<file path="src/audio_dac_mode_pkg.sv">
// constants, field layouts and carrier types of the mode control register bank
// assumes a single 100 MHz system clock and an active-high asynchronous reset
`default_nettype none
package audio_dac_mode_pkg;
    // clock rate and long timing
    localparam int unsigned CLK_FREQ_KHZ        = 100_000;
    localparam int unsigned PATTERN_HOLD_MS     = 200;
    localparam int unsigned PATTERN_HOLD_CYCLES = PATTERN_HOLD_MS * CLK_FREQ_KHZ;
    localparam int unsigned TIMER_W             = 25;
    // register indices carried in bits 14:8 of a control word
    localparam logic [6:0] IDX_OUTPUT_CONTROL   = 7'h13;
    localparam logic [6:0] IDX_MODE_SELECT_B    = 7'h14;
    localparam logic [6:0] IDX_ZERO_FLAG_CONFIG = 7'h15;
    localparam logic [6:0] IDX_ZERO_FLAG_STATUS = 7'h16;
    // values after reset
    localparam logic [7:0] RST_OUTPUT_CONTROL   = 8'h00;
    localparam logic [7:0] RST_MODE_SELECT_B    = 8'h00;
    localparam logic [7:0] RST_ZERO_FLAG_CONFIG = 8'h01;
    // control word layout
    localparam int unsigned WORD_DIR_BIT  = 15;
    localparam logic [4:0]  CNT_HEAD_LAST = 5'h07;
    localparam logic [4:0]  CNT_WORD_LAST = 5'h0f;
    localparam logic [4:0]  CNT_DATA_FIRST = 5'h08;
    // field positions
    localparam int unsigned OC_PHASE   = 7;
    localparam int unsigned OC_RATE    = 5;
    localparam int unsigned OC_DISABLE = 4;
    localparam int unsigned OC_PINSEL  = 3;
    localparam int unsigned OC_STEREO  = 2;
    localparam int unsigned OC_ROLLOFF = 1;
    localparam int unsigned OC_ZMUTE   = 0;
    localparam int unsigned MS_SRESET  = 6;
    localparam int unsigned MS_BSTREAM = 5;
    localparam int unsigned MS_EXTFILT = 4;
    localparam int unsigned MS_SINGLE  = 3;
    localparam int unsigned MS_MONOSRC = 2;
    localparam int unsigned MS_RATE    = 0;
    localparam int unsigned ZC_BSMODE  = 1;
    localparam int unsigned ZC_PCMEN   = 0;
    // codes and counts
    localparam logic [1:0]  RATE_RESERVED  = 2'h3;
    localparam logic [1:0]  BSZ_OFF        = 2'h0;
    localparam logic [10:0] ZERO_RUN       = 11'h400;
    localparam logic [7:0]  IDLE_PATTERN   = 8'h96;
    localparam logic [3:0]  BALANCED_ONES  = 4'h4;
    localparam logic [2:0]  GROUP_LAST     = 3'h7;
    localparam logic [7:0]  RAMP_TOP       = 8'hff;

    // serial port sequencer, gray along idle-shift-done
    typedef enum logic [1:0] {
        SER_IDLE  = 2'b00,
        SER_SHIFT = 2'b01,
        SER_DONE  = 2'b11
    } ser_state_t;

    // decoded operating settings handed to the converter core
    typedef struct packed {
        logic       output_phase_invert;
        logic [1:0] atten_step_rate;
        logic       output_disable;
        logic       zero_flag_pin_select;
        logic       bypass_stereo_select;
        logic       filter_rolloff_select;
        logic       zero_detect_mute_enable;
        logic       bitstream_interface_enable;
        logic       external_filter_bypass;
        logic       single_channel;
        logic       mono_source_channel;
        logic [1:0] modulator_rate_select;
        logic [1:0] bitstream_zero_flag_mode;
        logic       pcm_zero_flag_enable;
    } ctrl_t;
endpackage
`default_nettype wire

</file>
<file path="src/audio_dac_mode_control_regs.sv">
// mode control registers, serial control port slave and zero-flag detection
// assumes pins arrive asynchronously; sample_zero and soft_mute_request are on clk_sys
// How it works
// - phase invert flips both output polarities
// - step rate divides frame clock by 1,2,4,8
// - output disable forces bipolar zero level
// - pin select turns bitstream pins into flags
// - bypass stereo select picks pins for stereo
// - rolloff select: sharp at zero, slow at one
// - zero mute after 1024 zero samples, both
// - zero mute inactive in bitstream mode
// - soft reset write-only, one pulse, defaults
// - bitstream enable selects one-bit input mode
// - external filter bypass skips internal filter
// - single-channel mode drives both converters balanced
// - mono source: left zero, right one
// - modulator rate 64,32,128 times, 11 reserved
// - bitstream mode: rate selects bit clock
// - zero mode: off, balanced, fixed pattern
// - bitstream flags: balanced bytes or 96h 200ms
// - pcm flags after 1024 zero ticks
// - direction bit: zero writes, one reads
// - zero status bits read back flags
// - soft mute ramps 255 steps at rate
`default_nettype none
module audio_dac_mode_control_regs
    import audio_dac_mode_pkg::*;
#(
    parameter logic [TIMER_W-1:0] PATTERN_HOLD = TIMER_W'(PATTERN_HOLD_CYCLES)
) (
    input  wire logic       clk_sys,
    input  wire logic       rst,
    input  wire logic       ctl_clock,
    input  wire logic       ctl_select_n,
    input  wire logic       ctl_data_in,
    output logic            ctl_data_out,
    output logic            ctl_data_oe,
    input  wire logic       sample_frame_clock,
    input  wire logic       filter_word_clock,
    input  wire logic       bitstream_bit_clock,
    input  wire logic       left_bitstream_pin_in,
    output logic            left_bitstream_pin_out,
    output logic            left_bitstream_pin_oe,
    input  wire logic       right_bitstream_pin_in,
    output logic            right_bitstream_pin_out,
    output logic            right_bitstream_pin_oe,
    input  wire logic [1:0] sample_zero,
    input  wire logic       soft_mute_request,
    output ctrl_t           ctrl,
    output logic            force_bipolar_zero,
    output logic            zero_detect_mute,
    output logic            soft_reset_pulse,
    output logic            atten_step_tick,
    output logic [7:0]      mute_ramp_level,
    output logic [1:0]      bitstream_clock_select
);
    // whole module state
    typedef struct packed {
        logic [7:0]              s1;         // first sync stage, read by s2 only
        logic [7:0]              s2;         // synchronised pins
        logic [7:0]              s3;         // previous s2, for edges
        ser_state_t              ser;        // serial sequencer
        logic [4:0]              bit_cnt;    // rising edges seen in word
        logic [15:0]             shift_in;   // incoming word
        logic [7:0]              shift_out;  // read-back data
        logic                    rd;         // current word is a read
        logic [7:0]              reg_oc;     // output_control
        logic [7:0]              reg_msb;    // mode_select_b
        logic [7:0]              reg_zfc;    // zero_flag_config
        logic [1:0][10:0]        zcnt;       // zero sample run per channel
        logic [1:0][7:0]         bs_shift;   // bitstream groups
        logic [2:0]              bs_cnt;     // bit position in group
        logic [1:0]              bs_even;    // last group balanced
        logic [1:0]              pat_ok;     // last group was idle pattern
        logic [1:0][TIMER_W-1:0] pat_timer;  // idle pattern duration
        logic [1:0]              zflag;      // zero flags
        logic [2:0]              frame_div;  // step rate divider
        ctrl_t                   ctrl;
        logic                    force_zero;
        logic                    zmute;
        logic                    soft_system_reset;
        logic                    step_tick;
        logic [7:0]              ramp;
        logic [1:0]              bs_rate;
        logic [1:0]              pin_out;
        logic [1:0]              pin_oe;
        logic                    sdo;
        logic                    sdo_oe;
    } state_t;

    state_t st;
    state_t next_st;

    // temporaries shared with the checks below
    logic        wr_now;
    logic [6:0]  wr_idx;
    logic [7:0]  wr_data;
    logic        soft_now;

    // ones in a bitstream group
    function automatic logic [3:0] ones(input logic [7:0] v);
        logic [3:0] n;
        n = 4'h0;
        for (int i = 0; i < 8; i++) begin
            n = n + {3'h0, v[i]};
        end
        return n;
    endfunction

    // read-back value of an index; unmapped reads as zero
    function automatic logic [7:0] read_reg(input state_t s, input logic [6:0] idx);
        logic [7:0] v;
        v = 8'h00;
        if (idx == IDX_OUTPUT_CONTROL) begin
            v = s.reg_oc;
        end else if (idx == IDX_MODE_SELECT_B) begin
            v = s.reg_msb;
        end else if (idx == IDX_ZERO_FLAG_CONFIG) begin
            v = s.reg_zfc;
        end else if (idx == IDX_ZERO_FLAG_STATUS) begin
            v = {6'h00, s.zflag[1], s.zflag[0]};
        end
        return v;
    endfunction

    // next-state logic
    always_comb begin
        logic       sclk_rise;
        logic       sclk_fall;
        logic       sel;
        logic       din;
        logic       frame_tick;
        logic       word_tick;
        logic       bclk_rise;
        logic       pcm_tick;
        logic       bs_mode;
        logic [2:0] mask;
        logic [1:0] zsat;
        logic [7:0] grp;
        logic [15:0] word;
        logic       target;
        next_st    = st;
        wr_now     = 1'b0;
        wr_idx     = 7'h00;
        wr_data    = 8'h00;
        soft_now   = 1'b0;
        word       = 16'h0000;
        grp        = 8'h00;
        zsat       = 2'b00;
        mask       = 3'h0;
        pcm_tick   = 1'b0;
        target     = 1'b0;
        next_st.s1 = {right_bitstream_pin_in, left_bitstream_pin_in, bitstream_bit_clock,
                      filter_word_clock, sample_frame_clock, ctl_data_in, ctl_select_n,
                      ctl_clock};
        next_st.s2 = st.s1;
        next_st.s3 = st.s2;
        sclk_rise  = st.s2[0] & ~st.s3[0];
        sclk_fall  = ~st.s2[0] & st.s3[0];
        sel        = ~st.s2[1];
        din        = st.s2[2];
        frame_tick = st.s2[3] & ~st.s3[3];
        word_tick  = st.s2[4] & ~st.s3[4];
        bclk_rise  = st.s2[5] & ~st.s3[5];
        bs_mode    = st.ctrl.bitstream_interface_enable;
        next_st.soft_system_reset = 1'b0;

        // serial control port: 16 bits, msb first, sampled on rising clock
        case (st.ser)
            SER_IDLE: begin
                if (sel) begin
                    next_st.ser     = SER_SHIFT;
                    next_st.bit_cnt = 5'h00;
                    next_st.rd      = 1'b0;
                end
            end
            SER_SHIFT: begin
                if (!sel) begin
                    // word cut short: nothing is committed
                    next_st.ser = SER_IDLE;
                end else if (sclk_rise) begin
                    next_st.shift_in = {st.shift_in[14:0], din};
                    next_st.bit_cnt  = st.bit_cnt + 5'h01;
                    if (st.bit_cnt == CNT_HEAD_LAST) begin
                        next_st.rd        = st.shift_in[6];
                        next_st.shift_out = read_reg(st, {st.shift_in[5:0], din});
                    end
                    if (st.bit_cnt == CNT_WORD_LAST) begin
                        word        = {st.shift_in[14:0], din};
                        next_st.ser = SER_DONE;
                        // write only when bit is zero
                        wr_now  = ~word[WORD_DIR_BIT];
                        wr_idx  = word[14:8];
                        wr_data = word[7:0];
                    end
                end else if (sclk_fall && st.rd && st.bit_cnt >= CNT_DATA_FIRST) begin
                    // data changes on falling edge, host samples on rising
                    next_st.sdo       = st.shift_out[7];
                    next_st.shift_out = {st.shift_out[6:0], 1'b0};
                end
            end
            SER_DONE: begin
                if (!sel) begin
                    next_st.ser = SER_IDLE;
                end
            end
            default: begin
                next_st.ser = SER_IDLE;
            end
        endcase
        next_st.sdo_oe = sel && st.rd && (st.ser != SER_IDLE) && st.bit_cnt >= CNT_DATA_FIRST;

        // register writes
        if (wr_now) begin
            if (wr_idx == IDX_OUTPUT_CONTROL) begin
                next_st.reg_oc = wr_data;
            end else if (wr_idx == IDX_MODE_SELECT_B) begin
                // reserved bit and reserved rate code ignored
                next_st.reg_msb[7:2] = {2'b00, wr_data[5:2]};
                if (wr_data[1:0] != RATE_RESERVED) begin
                    next_st.reg_msb[1:0] = wr_data[1:0];
                end
                soft_now = wr_data[MS_SRESET];
            end else if (wr_idx == IDX_ZERO_FLAG_CONFIG) begin
                next_st.reg_zfc = {5'h00, wr_data[2:0]};
            end
        end

        // pcm zero run, frame or word clock
        pcm_tick = st.ctrl.external_filter_bypass ? word_tick : frame_tick;
        for (int c = 0; c < 2; c++) begin
            zsat[c] = (st.zcnt[c] == ZERO_RUN);
            if (bs_mode) begin
                next_st.zcnt[c] = 11'h000;
            end else if (pcm_tick) begin
                if (!sample_zero[c]) begin
                    next_st.zcnt[c] = 11'h000;
                end else if (!zsat[c]) begin
                    next_st.zcnt[c] = st.zcnt[c] + 11'h001;
                end
            end
        end

        if (bs_mode && bclk_rise && !st.ctrl.zero_flag_pin_select) begin
            next_st.bs_cnt = st.bs_cnt + 3'h1;
            for (int c = 0; c < 2; c++) begin
                grp = {st.bs_shift[c][6:0], st.s2[6 + c]};
                next_st.bs_shift[c] = grp;
                if (st.bs_cnt == GROUP_LAST) begin
                    next_st.bs_even[c] = (ones(grp) == BALANCED_ONES);
                    next_st.pat_ok[c]  = (grp == IDLE_PATTERN);
                end
            end
        end
        for (int c = 0; c < 2; c++) begin
            // idle pattern must persist for the hold time
            if (!bs_mode || !st.pat_ok[c]) begin
                next_st.pat_timer[c] = '0;
            end else if (st.pat_timer[c] != PATTERN_HOLD) begin
                next_st.pat_timer[c] = st.pat_timer[c] + TIMER_W'(1);
            end
            if (bs_mode) begin
                if (st.ctrl.bitstream_zero_flag_mode == BSZ_OFF) begin
                    next_st.zflag[c] = 1'b0;
                end else if (st.ctrl.bitstream_zero_flag_mode[1]) begin
                    next_st.zflag[c] = (st.pat_timer[c] == PATTERN_HOLD);
                end else begin
                    next_st.zflag[c] = st.bs_even[c];
                end
            end else begin
                next_st.zflag[c] = st.ctrl.pcm_zero_flag_enable & zsat[c];
            end
        end

        // mute on long zero run, not in bitstream mode
        next_st.zmute = st.ctrl.zero_detect_mute_enable & ~bs_mode & zsat[0] & zsat[1];
        next_st.force_zero = st.ctrl.output_disable | st.zmute;

        mask = 3'((4'h1 << st.ctrl.atten_step_rate) - 4'h1);
        next_st.step_tick = 1'b0;
        if (frame_tick) begin
            next_st.frame_div = st.frame_div + 3'h1;
            next_st.step_tick = ((st.frame_div & mask) == 3'h0);
        end
        // soft mute ramp, one level per step
        target = soft_mute_request | st.zmute;
        if (st.step_tick) begin
            if (target && st.ramp != 8'h00) begin
                next_st.ramp = st.ramp - 8'h01;
            end else if (!target && st.ramp != RAMP_TOP) begin
                next_st.ramp = st.ramp + 8'h01;
            end
        end

        // pins carry zero flags when selected
        next_st.pin_oe  = {2{st.ctrl.zero_flag_pin_select}};
        next_st.pin_out = st.ctrl.zero_flag_pin_select ? st.zflag : 2'b00;
        // rate doubles as bit clock select
        next_st.bs_rate = bs_mode ? st.ctrl.modulator_rate_select : 2'b00;

        // soft reset restores defaults, one pulse
        if (soft_now) begin
            next_st.soft_system_reset      = 1'b1;
            next_st.reg_oc    = RST_OUTPUT_CONTROL;
            next_st.reg_msb   = RST_MODE_SELECT_B;
            next_st.reg_zfc   = RST_ZERO_FLAG_CONFIG;
            next_st.zcnt      = '0;
            next_st.pat_ok    = 2'b00;
            next_st.bs_even   = 2'b00;
            next_st.zflag     = 2'b00;
            next_st.ramp      = RAMP_TOP;
        end

        // decode settings
        next_st.ctrl.output_phase_invert        = next_st.reg_oc[OC_PHASE];
        next_st.ctrl.atten_step_rate            = next_st.reg_oc[OC_RATE +: 2];
        next_st.ctrl.output_disable             = next_st.reg_oc[OC_DISABLE];
        next_st.ctrl.zero_flag_pin_select       = next_st.reg_oc[OC_PINSEL];
        next_st.ctrl.bypass_stereo_select       = next_st.reg_oc[OC_STEREO];
        next_st.ctrl.filter_rolloff_select      = next_st.reg_oc[OC_ROLLOFF];
        next_st.ctrl.zero_detect_mute_enable    = next_st.reg_oc[OC_ZMUTE];
        next_st.ctrl.bitstream_interface_enable = next_st.reg_msb[MS_BSTREAM];
        next_st.ctrl.external_filter_bypass     = next_st.reg_msb[MS_EXTFILT];
        next_st.ctrl.single_channel             = next_st.reg_msb[MS_SINGLE];
        // channel choice only in single-channel mode
        next_st.ctrl.mono_source_channel = next_st.reg_msb[MS_MONOSRC] &
                                           next_st.reg_msb[MS_SINGLE];
        next_st.ctrl.modulator_rate_select      = next_st.reg_msb[MS_RATE +: 2];
        next_st.ctrl.bitstream_zero_flag_mode   = next_st.reg_zfc[ZC_BSMODE +: 2];
        next_st.ctrl.pcm_zero_flag_enable       = next_st.reg_zfc[ZC_PCMEN];
    end

    // state register; everything resets to constants
    always_ff @(posedge clk_sys or posedge rst) begin
        if (rst) begin
            st                           <= '0;
            // pin stages start at idle: select and control clock high, no false edge
            st.s1                        <= 8'h03;
            st.s2                        <= 8'h03;
            st.s3                        <= 8'h03;
            st.reg_zfc                   <= RST_ZERO_FLAG_CONFIG;
            st.ctrl.pcm_zero_flag_enable <= 1'b1;
            st.ramp                      <= RAMP_TOP;
        end else begin
            st <= next_st;
        end
    end

    // outputs straight from the state flops
    assign ctl_data_out            = st.sdo;
    assign ctl_data_oe             = st.sdo_oe;
    assign left_bitstream_pin_out  = st.pin_out[0];
    assign left_bitstream_pin_oe   = st.pin_oe[0];
    assign right_bitstream_pin_out = st.pin_out[1];
    assign right_bitstream_pin_oe  = st.pin_oe[1];
    assign ctrl                    = st.ctrl;
    assign force_bipolar_zero      = st.force_zero;
    assign zero_detect_mute        = st.zmute;
    assign soft_reset_pulse        = st.soft_system_reset;
    assign atten_step_tick         = st.step_tick;
    assign mute_ramp_level         = st.ramp;
    assign bitstream_clock_select  = st.bs_rate;
endmodule
`default_nettype wire

</file>
<file path="config.mk">
export PLATFORM = sky130hd
export DESIGN_NAME = audio_dac_mode_control_regs
export DESIGN_NICKNAME = d
export VERILOG_FILES = /design/src/audio_dac_mode_pkg.sv /design/src/audio_dac_mode_control_regs.sv
export SDC_FILE = /design/constraint.sdc
export NUM_CORES = 1
export LEC_CHECK = 0
export ABC_AREA = 0
export ABC_CLOCK_PERIOD_IN_PS = 7700
export BUFFER_PORTS_ARGS = -buffer_cell sky130_fd_sc_hd__buf_2
export CELL_PAD_IN_SITES_DETAIL_PLACEMENT = 1
export CELL_PAD_IN_SITES_GLOBAL_PLACEMENT = 2
export CORE_ASPECT_RATIO = 0.9
export CORE_MARGIN = 2
export CORE_UTILIZATION = 40
export CTS_CLUSTER_DIAMETER = 40
export DETAILED_ROUTE_END_ITERATION = 8
export HOLD_SLACK_MARGIN = 0.06
export PLACE_DENSITY = 0.8
export SLEW_MARGIN = 10
export SYNTH_ARGS = -nofsm -noshare
export SYNTH_HDL_FRONTEND = slang
export SYNTH_SLANG_ARGS = --single-unit
</file>
<file path="constraint.sdc">
create_clock -name clk_sys -period 7.7 [get_ports clk_sys]
set_clock_uncertainty 0.1 [all_clocks]
set_input_delay 1.54 -clock clk_sys [delete_from_list [all_inputs] [get_ports clk_sys]]
set_output_delay 1.54 -clock clk_sys [all_outputs]
set_load 0.05 [all_outputs]
</file>
==> Flow_metrics.wiki, run 1 <==
{| class="wikitable"
! Metric !! Value
|-
| Run status || finished, final reports clean
|-
| Cell count after synthesis || 925
|-
| Finished Layout Cells || 1255
|-
| Area of the die || 24300 µm²
|-
| Post-synthesis share of cell area spent on and, or, nand and nor gates || 21.5%
|-
| DRC violation total after the first TritonRoute iteration || 364
|-
| EDFF count, synth || 0
|-
| Cts repair resizes || 0
|-
| Final-report hold violation count || 0
|-
| DRC Markers || 0
|-
| Sort of element at the start of the critical path || primary input
|-
| Number of cells on the worst hold path || 0
|-
| Routed wire length per instance || 16.7 µm
|-
| Path type of the worst setup path || in2reg
|-
| Post-CTS Setup Inserts || 0
|-
| Critical path endpoint category || flop
|-
| Measured slew at the worst slew-check pin || 1140 ps
|-
| Part of the cycle the worst path needs || 46.1%
|-
| Hold buffer count at cts || 0
|-
| Leakage power figure || 4.49 nW
|-
| Worst hold path type || reg2reg
|-
| Number of detailed-route iterations in the first pass || 5
|-
| Dominant combinational cell family by area after synthesis || simple AND/OR/NAND/NOR gates
|-
| Quantity of I/O buffers inserted on ports || 49
|-
| Max rail drop VDD || 0.178 mV
|-
| Slowest Stage Delay on Critical Path || 380 ps
|-
| Unrepaired setup endpoints after global routing || false
|-
| Initial antenna violation count || 0
|-
| Maximum number of pins on one net before global-route repair || 109
|-
| Global placer's final weighted congestion || 0.751
|-
| Number of buffers on the longest clock path || 2
|-
| Xor and xnor area share after synthesis || 6.73%
|-
| Ordered list of cells on the worst path || buf_2 > o22ai_1 > inv_1 > ha_1 > and3_1 > a221o_1 > o41ai_1 > mux2i_1 > xnor2_1 > nand2_1
|-
| Critical path required time || 7950 ps
|-
| Clock network latency to the later pin of the worst-skew pair || 440 ps
|-
| Synthesized Nets || 973
|-
| Vias post-DR || 6527
|-
| Compound-Gate Fraction of Synth Area || 8.33%
|-
| Critical-path cell with the highest stage delay || sky130_fd_sc_hd__o41ai_1
|-
| Count of pins on the block boundary || 50
|-
| Die Wd || 164 µm
|-
| Effective utilization at floorplan || 40.9%
|-
| Worst slew margin relative to its limit || 23.3%
|-
| Number of violations of the max-capacitance limit || 0
|-
| Number of unique standard cell types used by synthesis || 61
|-
| Inserted Diodes || 0
|-
| Count of pins over their slew limit || 0
|-
| Clock Sink Count || 186
|-
| Post-DR vias/cell || 5.20
|-
| Count of endpoints failing setup in the final report || 0
|-
| Share of synthesized area spent on multiplexers || 2.14%
|-
| Number of global-route vias before repair || 6819
|-
| Top fanout value on the critical path || 6
|-
| Highest Clock Rate || 0.282 GHz
|-
| Net count reported at finish || 993
|-
| # rows || 52
|-
| DP Cell Count || 1223
|-
| Worst EP arrival || 3800 ps
|-
| Count of antenna-violating nets left after detailed routing || 0
|-
| Async S/R FF share, synth || 100%
|-
| Post-Synthesis Cell Area || 9240 µm²
|-
| Synth warnings || 0
|-
| Dpl hpwl || 14700 µm
|-
| TritonCTS clock tree || done
|-
| Sequential element share of the synthesized area || 50.6%
|-
| Setup Total Neg Slack || 0 ps
|-
| Root buffer selected by CTS || sky130_fd_sc_hd__clkbuf_16
|-
| Global-route wire length before repair || 35700 µm
|-
| Path depth of the worst reg2reg path || 12
|-
| Clock transition at path regs || 70 ps
|-
| Detailed Route WL || 21000 µm
|-
| H-Tree Depth || 4
|-
| Num CTS Buffers || 17
|-
| GRT Resource Usage Total || 18.5%
|-
| FILL cells || 2553
|-
| Main synth FF type || sky130_fd_sc_hd__dfrtp_1
|-
| Ratio of cells with drive above 1 in the final layout || 13.8%
|-
| Die Span Y || 148 µm
|-
| Final standard cell utilization of the core || 45.1%
|-
| Area growth from synthesis to final layout || 10.2%
|-
| Placeable Area || 22600 µm²
|-
| Post-synthesis share of cell area spent on full adders, half adders and majority gates || 5.47%
|-
| Minimum clock period after layout || 3550 ps
|-
| Grt ovf || 0
|-
| Total power density per cell area || 228 nW/µm²
|-
| Avg Cell Area, Syn || 9.98 µm²
|-
| Number of synthesized register bits || 186
|}
[worst max-delay path, delay by kind of cell]
kind / cells / cell delay [ps]
AO/OA/AOI/OAI: 3 / 940
adder cells (fa/ha/maj): 1 / 360
buffers and inverters: 2 / 280
AND/OR/NAND/NOR: 2 / 270
multiplexers: 1 / 270
XOR/XNOR: 1 / 140
[per-layer routing]
metal	vias to the layer above	GRT usage (%)	part of all wire (%)
li1	3178	-	-
met1	3275	26.8	51
met2	56	28.8	45
met3	18	3.74	2.3
met4	0	3.82	1.0
met5	-	0	0
[report_power, final]
part | switching, W | internal (W)
clock network | 0.000405 | 0.000464
registers | 0.0000680 | 0.00104
logic | 0.000222 | 0.000120
[cells in the mapped netlist, types with 14 or more instances]
master,count,area [µm²]
sky130_fd_sc_hd__nor2_1,115,432
sky130_fd_sc_hd__dfrtp_1,172,4300
sky130_fd_sc_hd__dfstp_2,14,368
sky130_fd_sc_hd__o21ai_0,39,195
sky130_fd_sc_hd__nand4_1,20,125
sky130_fd_sc_hd__clkbuf_1,22,82.6
sky130_fd_sc_hd__ha_1,26,325
sky130_fd_sc_hd__nand2_1,110,413
sky130_fd_sc_hd__a21oi_1,30,150
sky130_fd_sc_hd__buf_4,28,210
sky130_fd_sc_hd__xnor2_1,46,403
sky130_fd_sc_hd__nor3_1,17,85.1
sky130_fd_sc_hd__inv_1,47,176
sky130_fd_sc_hd__xor2_1,25,219
sky130_fd_sc_hd__nand3_1,40,200
sky130_fd_sc_hd__mux2_2,14,158
[state kept, by name (all words and copies together), names as in the netlist, 2 cells and up]
| register | flops |
|---|---|
| next_st | 16 |
| bitstream_clock_select | 2 |
| mute_ramp_level | 8 |
| st | 146 |
| ctrl | 5 |
[area by class of cell]
class,instances,area (µm²),share of cell area (%)
inverters,48,188,1.84
well taps,297,372,3.65
clock buffers,19,443,4.35
repair buffers,53,275,2.70
flip-flops and latches,186,4670,45.9
multi-input cells,639,4100,40.2
clock inverters,13,133,1.30
[cell families after synthesis]
| logic type | count (synthesis) |
|---|---|
| multiplexers | 18 |
| adder cells (fa/ha/maj) | 35 |
| flip-flops | 186 |
| buffers and inverters | 100 |
| AND/OR/NAND/NOR | 396 |
| AO/OA/AOI/OAI | 119 |
| XOR/XNOR | 71 |
[layout by cell type, fill, tap and decap left out, types with 5 or more instances in the layout]
cell	count
sky130_fd_sc_hd__dfrtp_1	172
sky130_fd_sc_hd__nor2_1	115
sky130_fd_sc_hd__nand2_1	110
sky130_fd_sc_hd__buf_2	49
sky130_fd_sc_hd__inv_1	46
sky130_fd_sc_hd__xnor2_1	46
sky130_fd_sc_hd__nand3_1	40
sky130_fd_sc_hd__o21ai_0	39
sky130_fd_sc_hd__a21oi_1	30
sky130_fd_sc_hd__ha_1	26
sky130_fd_sc_hd__xor2_1	25
sky130_fd_sc_hd__nand4_1	20
sky130_fd_sc_hd__nor3_1	17
sky130_fd_sc_hd__clkbuf_16	17
sky130_fd_sc_hd__mux2_2	14
sky130_fd_sc_hd__dfstp_2	14
sky130_fd_sc_hd__nor4_1	12
sky130_fd_sc_hd__and3_1	12
sky130_fd_sc_hd__nor2b_1	10
sky130_fd_sc_hd__a22o_1	10
sky130_fd_sc_hd__fa_1	9
sky130_fd_sc_hd__a22oi_1	8
sky130_fd_sc_hd__and2_1	7
sky130_fd_sc_hd__or3_1	7
sky130_fd_sc_hd__o211ai_1	7
sky130_fd_sc_hd__nor4bb_1	6
sky130_fd_sc_hd__inv_6	6
sky130_fd_sc_hd__nor3b_1	5
sky130_fd_sc_hd__nand2b_1	5
sky130_fd_sc_hd__nor4b_1	5
[worst paths after layout]
kind,startpoint,endpoint,slack (ps)
worst min-delay path,next_st[208],next_st[200],250
min in group asynchronous,rst,st[50],1150
worst max register to register,st[107],st[95],4290
worst max-delay path,soft_mute_request,mute_ramp_level[7],4150
worst min register to register,next_st[208],next_st[200],250
max in group asynchronous,rst,st[43],4830
[through the flow]
step	area (µm²)	hold slack (ps)	total power, W	setup slack (ps)
final	10200	254	0.00232	4150
after global routing	10200	262	0.00244	3950
after CTS	10200	256	0.00235	4180
after detailed placement	9600	240	0.00147	3750
after global placement	9600	239	0.00146	3730
after floorplan	9240	231	0.00141	1030
Power figures use the tool's default switching activity.
==> run 2: changes to the inputs <==
ABC_CLOCK_PERIOD_IN_PS = 3400   (was 7700)
clock period = 3.4 ns   (was 7.7 ns; I/O delays follow)
==> Flow_metrics.wiki, run 2 (synthesized netlist as in run 1, its figures left out) <==
{| class="wikitable"
! Metric !! Value
|-
| Effective utilization at floorplan || 40.9% (unchanged)
|-
| Setup Total Neg Slack || 0 ps (unchanged)
|-
| Total power density per cell area || 525 nW/µm² (+130%)
|-
| Global-route wire length before repair || 36700 µm (+2.8%)
|-
| Detailed Route WL || 21600 µm (+2.9%)
|-
| Routed wire length per instance || 17.0 µm (+1.9%)
|-
| Net count reported at finish || 1006 (+1.3%)
|-
| GRT Resource Usage Total || 19.1% (+0.65 points)
|-
| Instance area after placement || 9710 µm² (+1.1%)
|-
| Count of pins over their slew limit || 0 (unchanged)
|-
| DRC Markers || 0 (unchanged)
|-
| Maximum number of pins on one net before global-route repair || 47 (-57%)
|-
| Number of detailed-route iterations in the first pass || 5 (unchanged)
|-
| TritonCTS clock tree || done
|-
| Area taken by multi-input logic gates || 4130 µm² (+0.95%)
|-
| Post-Place Setup Slack || -12.1 ps (-3760 ps)
|-
| Initial antenna violation count || 0 (unchanged)
|-
| Commonest cells after routing, fill and taps aside || 172 x sky130_fd_sc_hd__dfrtp_1, 115 x sky130_fd_sc_hd__nor2_1, 110 x sky130_fd_sc_hd__nand2_1
|-
| Leakage power figure || 4.61 nW (+2.5%)
|-
| Inserted Diodes || 0 (unchanged)
|-
| FILL cells || 2522 (-1.2%)
|-
| Run status || finished, final reports clean
|-
| Worst EP arrival || 3550 ps (-250 ps)
|-
| Sequential Area || 4670 µm² (unchanged)
|-
| Path type of the worst setup path || reg2reg
|-
| Quantity of I/O buffers inserted on ports || 49 (unchanged)
|-
| Num CTS Buffers || 17 (unchanged)
|-
| Number of violations of the max-capacitance limit || 0 (unchanged)
|-
| Hold buffer count at cts || 0 (unchanged)
|-
| Area growth from synthesis to final layout || 12.5%
|-
| Number of flip-flops in the largest register || 146 (unchanged)
|-
| Clock transition at path regs || 70 ps (about the same)
|-
| Top fanout value on the critical path || 3 (-3)
|-
| # rows || 52 (unchanged)
|-
| Count of endpoints failing setup in the final report || 0 (unchanged)
|-
| Final-report hold violation count || 0 (unchanged)
|-
| Dpl hpwl || 15400 µm (+5.1%)
|-
| Clock Sink Count || 186 (unchanged)
|-
| Max rail drop VDD || 0.327 mV (+84%)
|-
| Unrepaired setup endpoints after global routing || true
|-
| Family with the most delay on the worst path || adder cells
|-
| Buffers and inverters on the worst path || 3 (+1)
|-
| Most common library cell in the layout ignoring fill and taps || sky130_fd_sc_hd__dfrtp_1
|-
| Count of pins on the block boundary || 50 (unchanged)
|-
| Minimum clock period after layout || 3320 ps
|-
| Worst reg-to-reg setup slack || 80 ps (-4210 ps)
|-
| Ordered list of cells on the worst path || fa_1 > inv_1 > fa_1 > fa_1 > inv_1 > ha_2 > inv_1 > fa_2 > nand3_1 > o21ai_0 > nor4bb_4 > a21oi_1 > nor2_1
|-
| Sort of element at the start of the critical path || flop
|-
| Placeable Area || 22600 µm² (unchanged)
|-
| Critical path endpoint category || flop
|-
| Part of the cycle the worst path needs || 97.7%
|-
| Die Wd || 164 µm (unchanged)
|-
| HP Start || ctl_clock
|-
| Total Power Consumption || 0.00545 W (+130%)
|-
| Grt ovf || 0 (unchanged)
|-
| Highest Clock Rate || 0.301 GHz
|-
| Worst slew margin relative to its limit || 39.6% (+16 points)
|-
| DRC violation total after the first TritonRoute iteration || 225 (-38%)
|-
| Die Span Y || 148 µm (unchanged)
|-
| H-Tree Depth || 4 (unchanged)
|-
| Critical path required time || 3620 ps (-4330 ps)
|-
| Startpoint of the worst-slack reg-to-reg timing path || st[99]
|-
| Area of the die || 24300 µm² (unchanged)
|-
| Count of antenna-violating nets left after detailed routing || 0 (unchanged)
|-
| Post-DR vias/cell || 5.23 (+0.52%)
|-
| Smallest setup slack after layout || 79.4 ps (-4070 ps)
|-
| Largest reg by FF count || st
|-
| Worst hold path type || in2reg
|-
| Start point of the critical path || st[99]
|-
| Measured slew at the worst slew-check pin || 904 ps (-236 ps)
|-
| Ratio of cells with drive above 1 in the final layout || 15.6% (+1.8 points)
|-
| Critical-path cell with the highest stage delay || sky130_fd_sc_hd__fa_1
|-
| Global placer's final weighted congestion || 0.787 (+4.8%)
|-
| Slowest Stage Delay on Critical Path || 540 ps (+160 ps)
|-
| Vias post-DR || 6629 (+1.6%)
|-
| Clock network latency to the later pin of the worst-skew pair || 440 ps (about the same)
|-
| Number of buffers on the longest clock path || 2 (unchanged)
|-
| Number of global-route vias before repair || 7028 (+3.1%)
|-
| Final instance area || 10400 µm² (+2.0%)
|-
| Root buffer selected by CTS || sky130_fd_sc_hd__clkbuf_16
|}
run 2: cell type report:
cell class | count | area share, %
multi-input cells | 639 | 39.8
repair buffers | 66 | 3.83
clock inverters | 13 | 1.86
flip-flops and latches | 186 | 45.0
inverters | 48 | 1.77
clock buffers | 19 | 4.17
well taps | 297 | 3.58
run 2: through the flow:
| stage | std cells | hold WS (ps) | utilization [%] |
|---|---|---|---|
| 2_1_floorplan | 925 | 231 | - |
| 3_3_place_gp | 1234 | 234 | 43.0 |
| 3_5_place_dp | 1234 | 236 | 43.0 |
| 4_1_cts | 1266 | 215 | 45.8 |
| 5_1_grt | 1268 | 216 | 46.0 |
| 6_report | 1268 | 235 | 46.0 |
run 2: worst paths after layout:
path / cells past startpoint / end
setup / recovery: 13 / st[94]
hold / removal: 1 / next_st[201]
setup reg to reg: 13 / st[94]
hold reg to reg: 0 / next_st[195]
max in group asynchronous: 3 / st[165]
min in group asynchronous: 2 / st[94]
run 2: power by group:
part / internal [W] / switching (W) / leakage (nW)
clock network: 0.00124 / 0.000897 / 0.299
logic: 0.000283 / 0.000517 / 1.81
registers: 0.00236 / 0.000152 / 2.50
total: 0.00389 / 0.00157 / 4.61
run 2: worst register-to-register path: cells and delay by family (launching register included):
family	cells	cell delay, ps
AND/OR/NAND/NOR	3	320
buffers and inverters	3	170
AO/OA/AOI/OAI	2	260
adder cells (fa/ha/maj)	5	1950
flip-flops	1	420
run 2: repair_timing:
action                     in CTS  in global routing
buffers inserted                0                  2
gates resized for setup         0                  9
setup endpoints to repair       0                  3
run 2: metal layers:
metal / track usage [%] / part of all wire, %
met5: 0 / 0
met4: 4.74 / 1.1
met3: 3.54 / 2.7
met2: 30.5 / 47
met1: 27.0 / 50
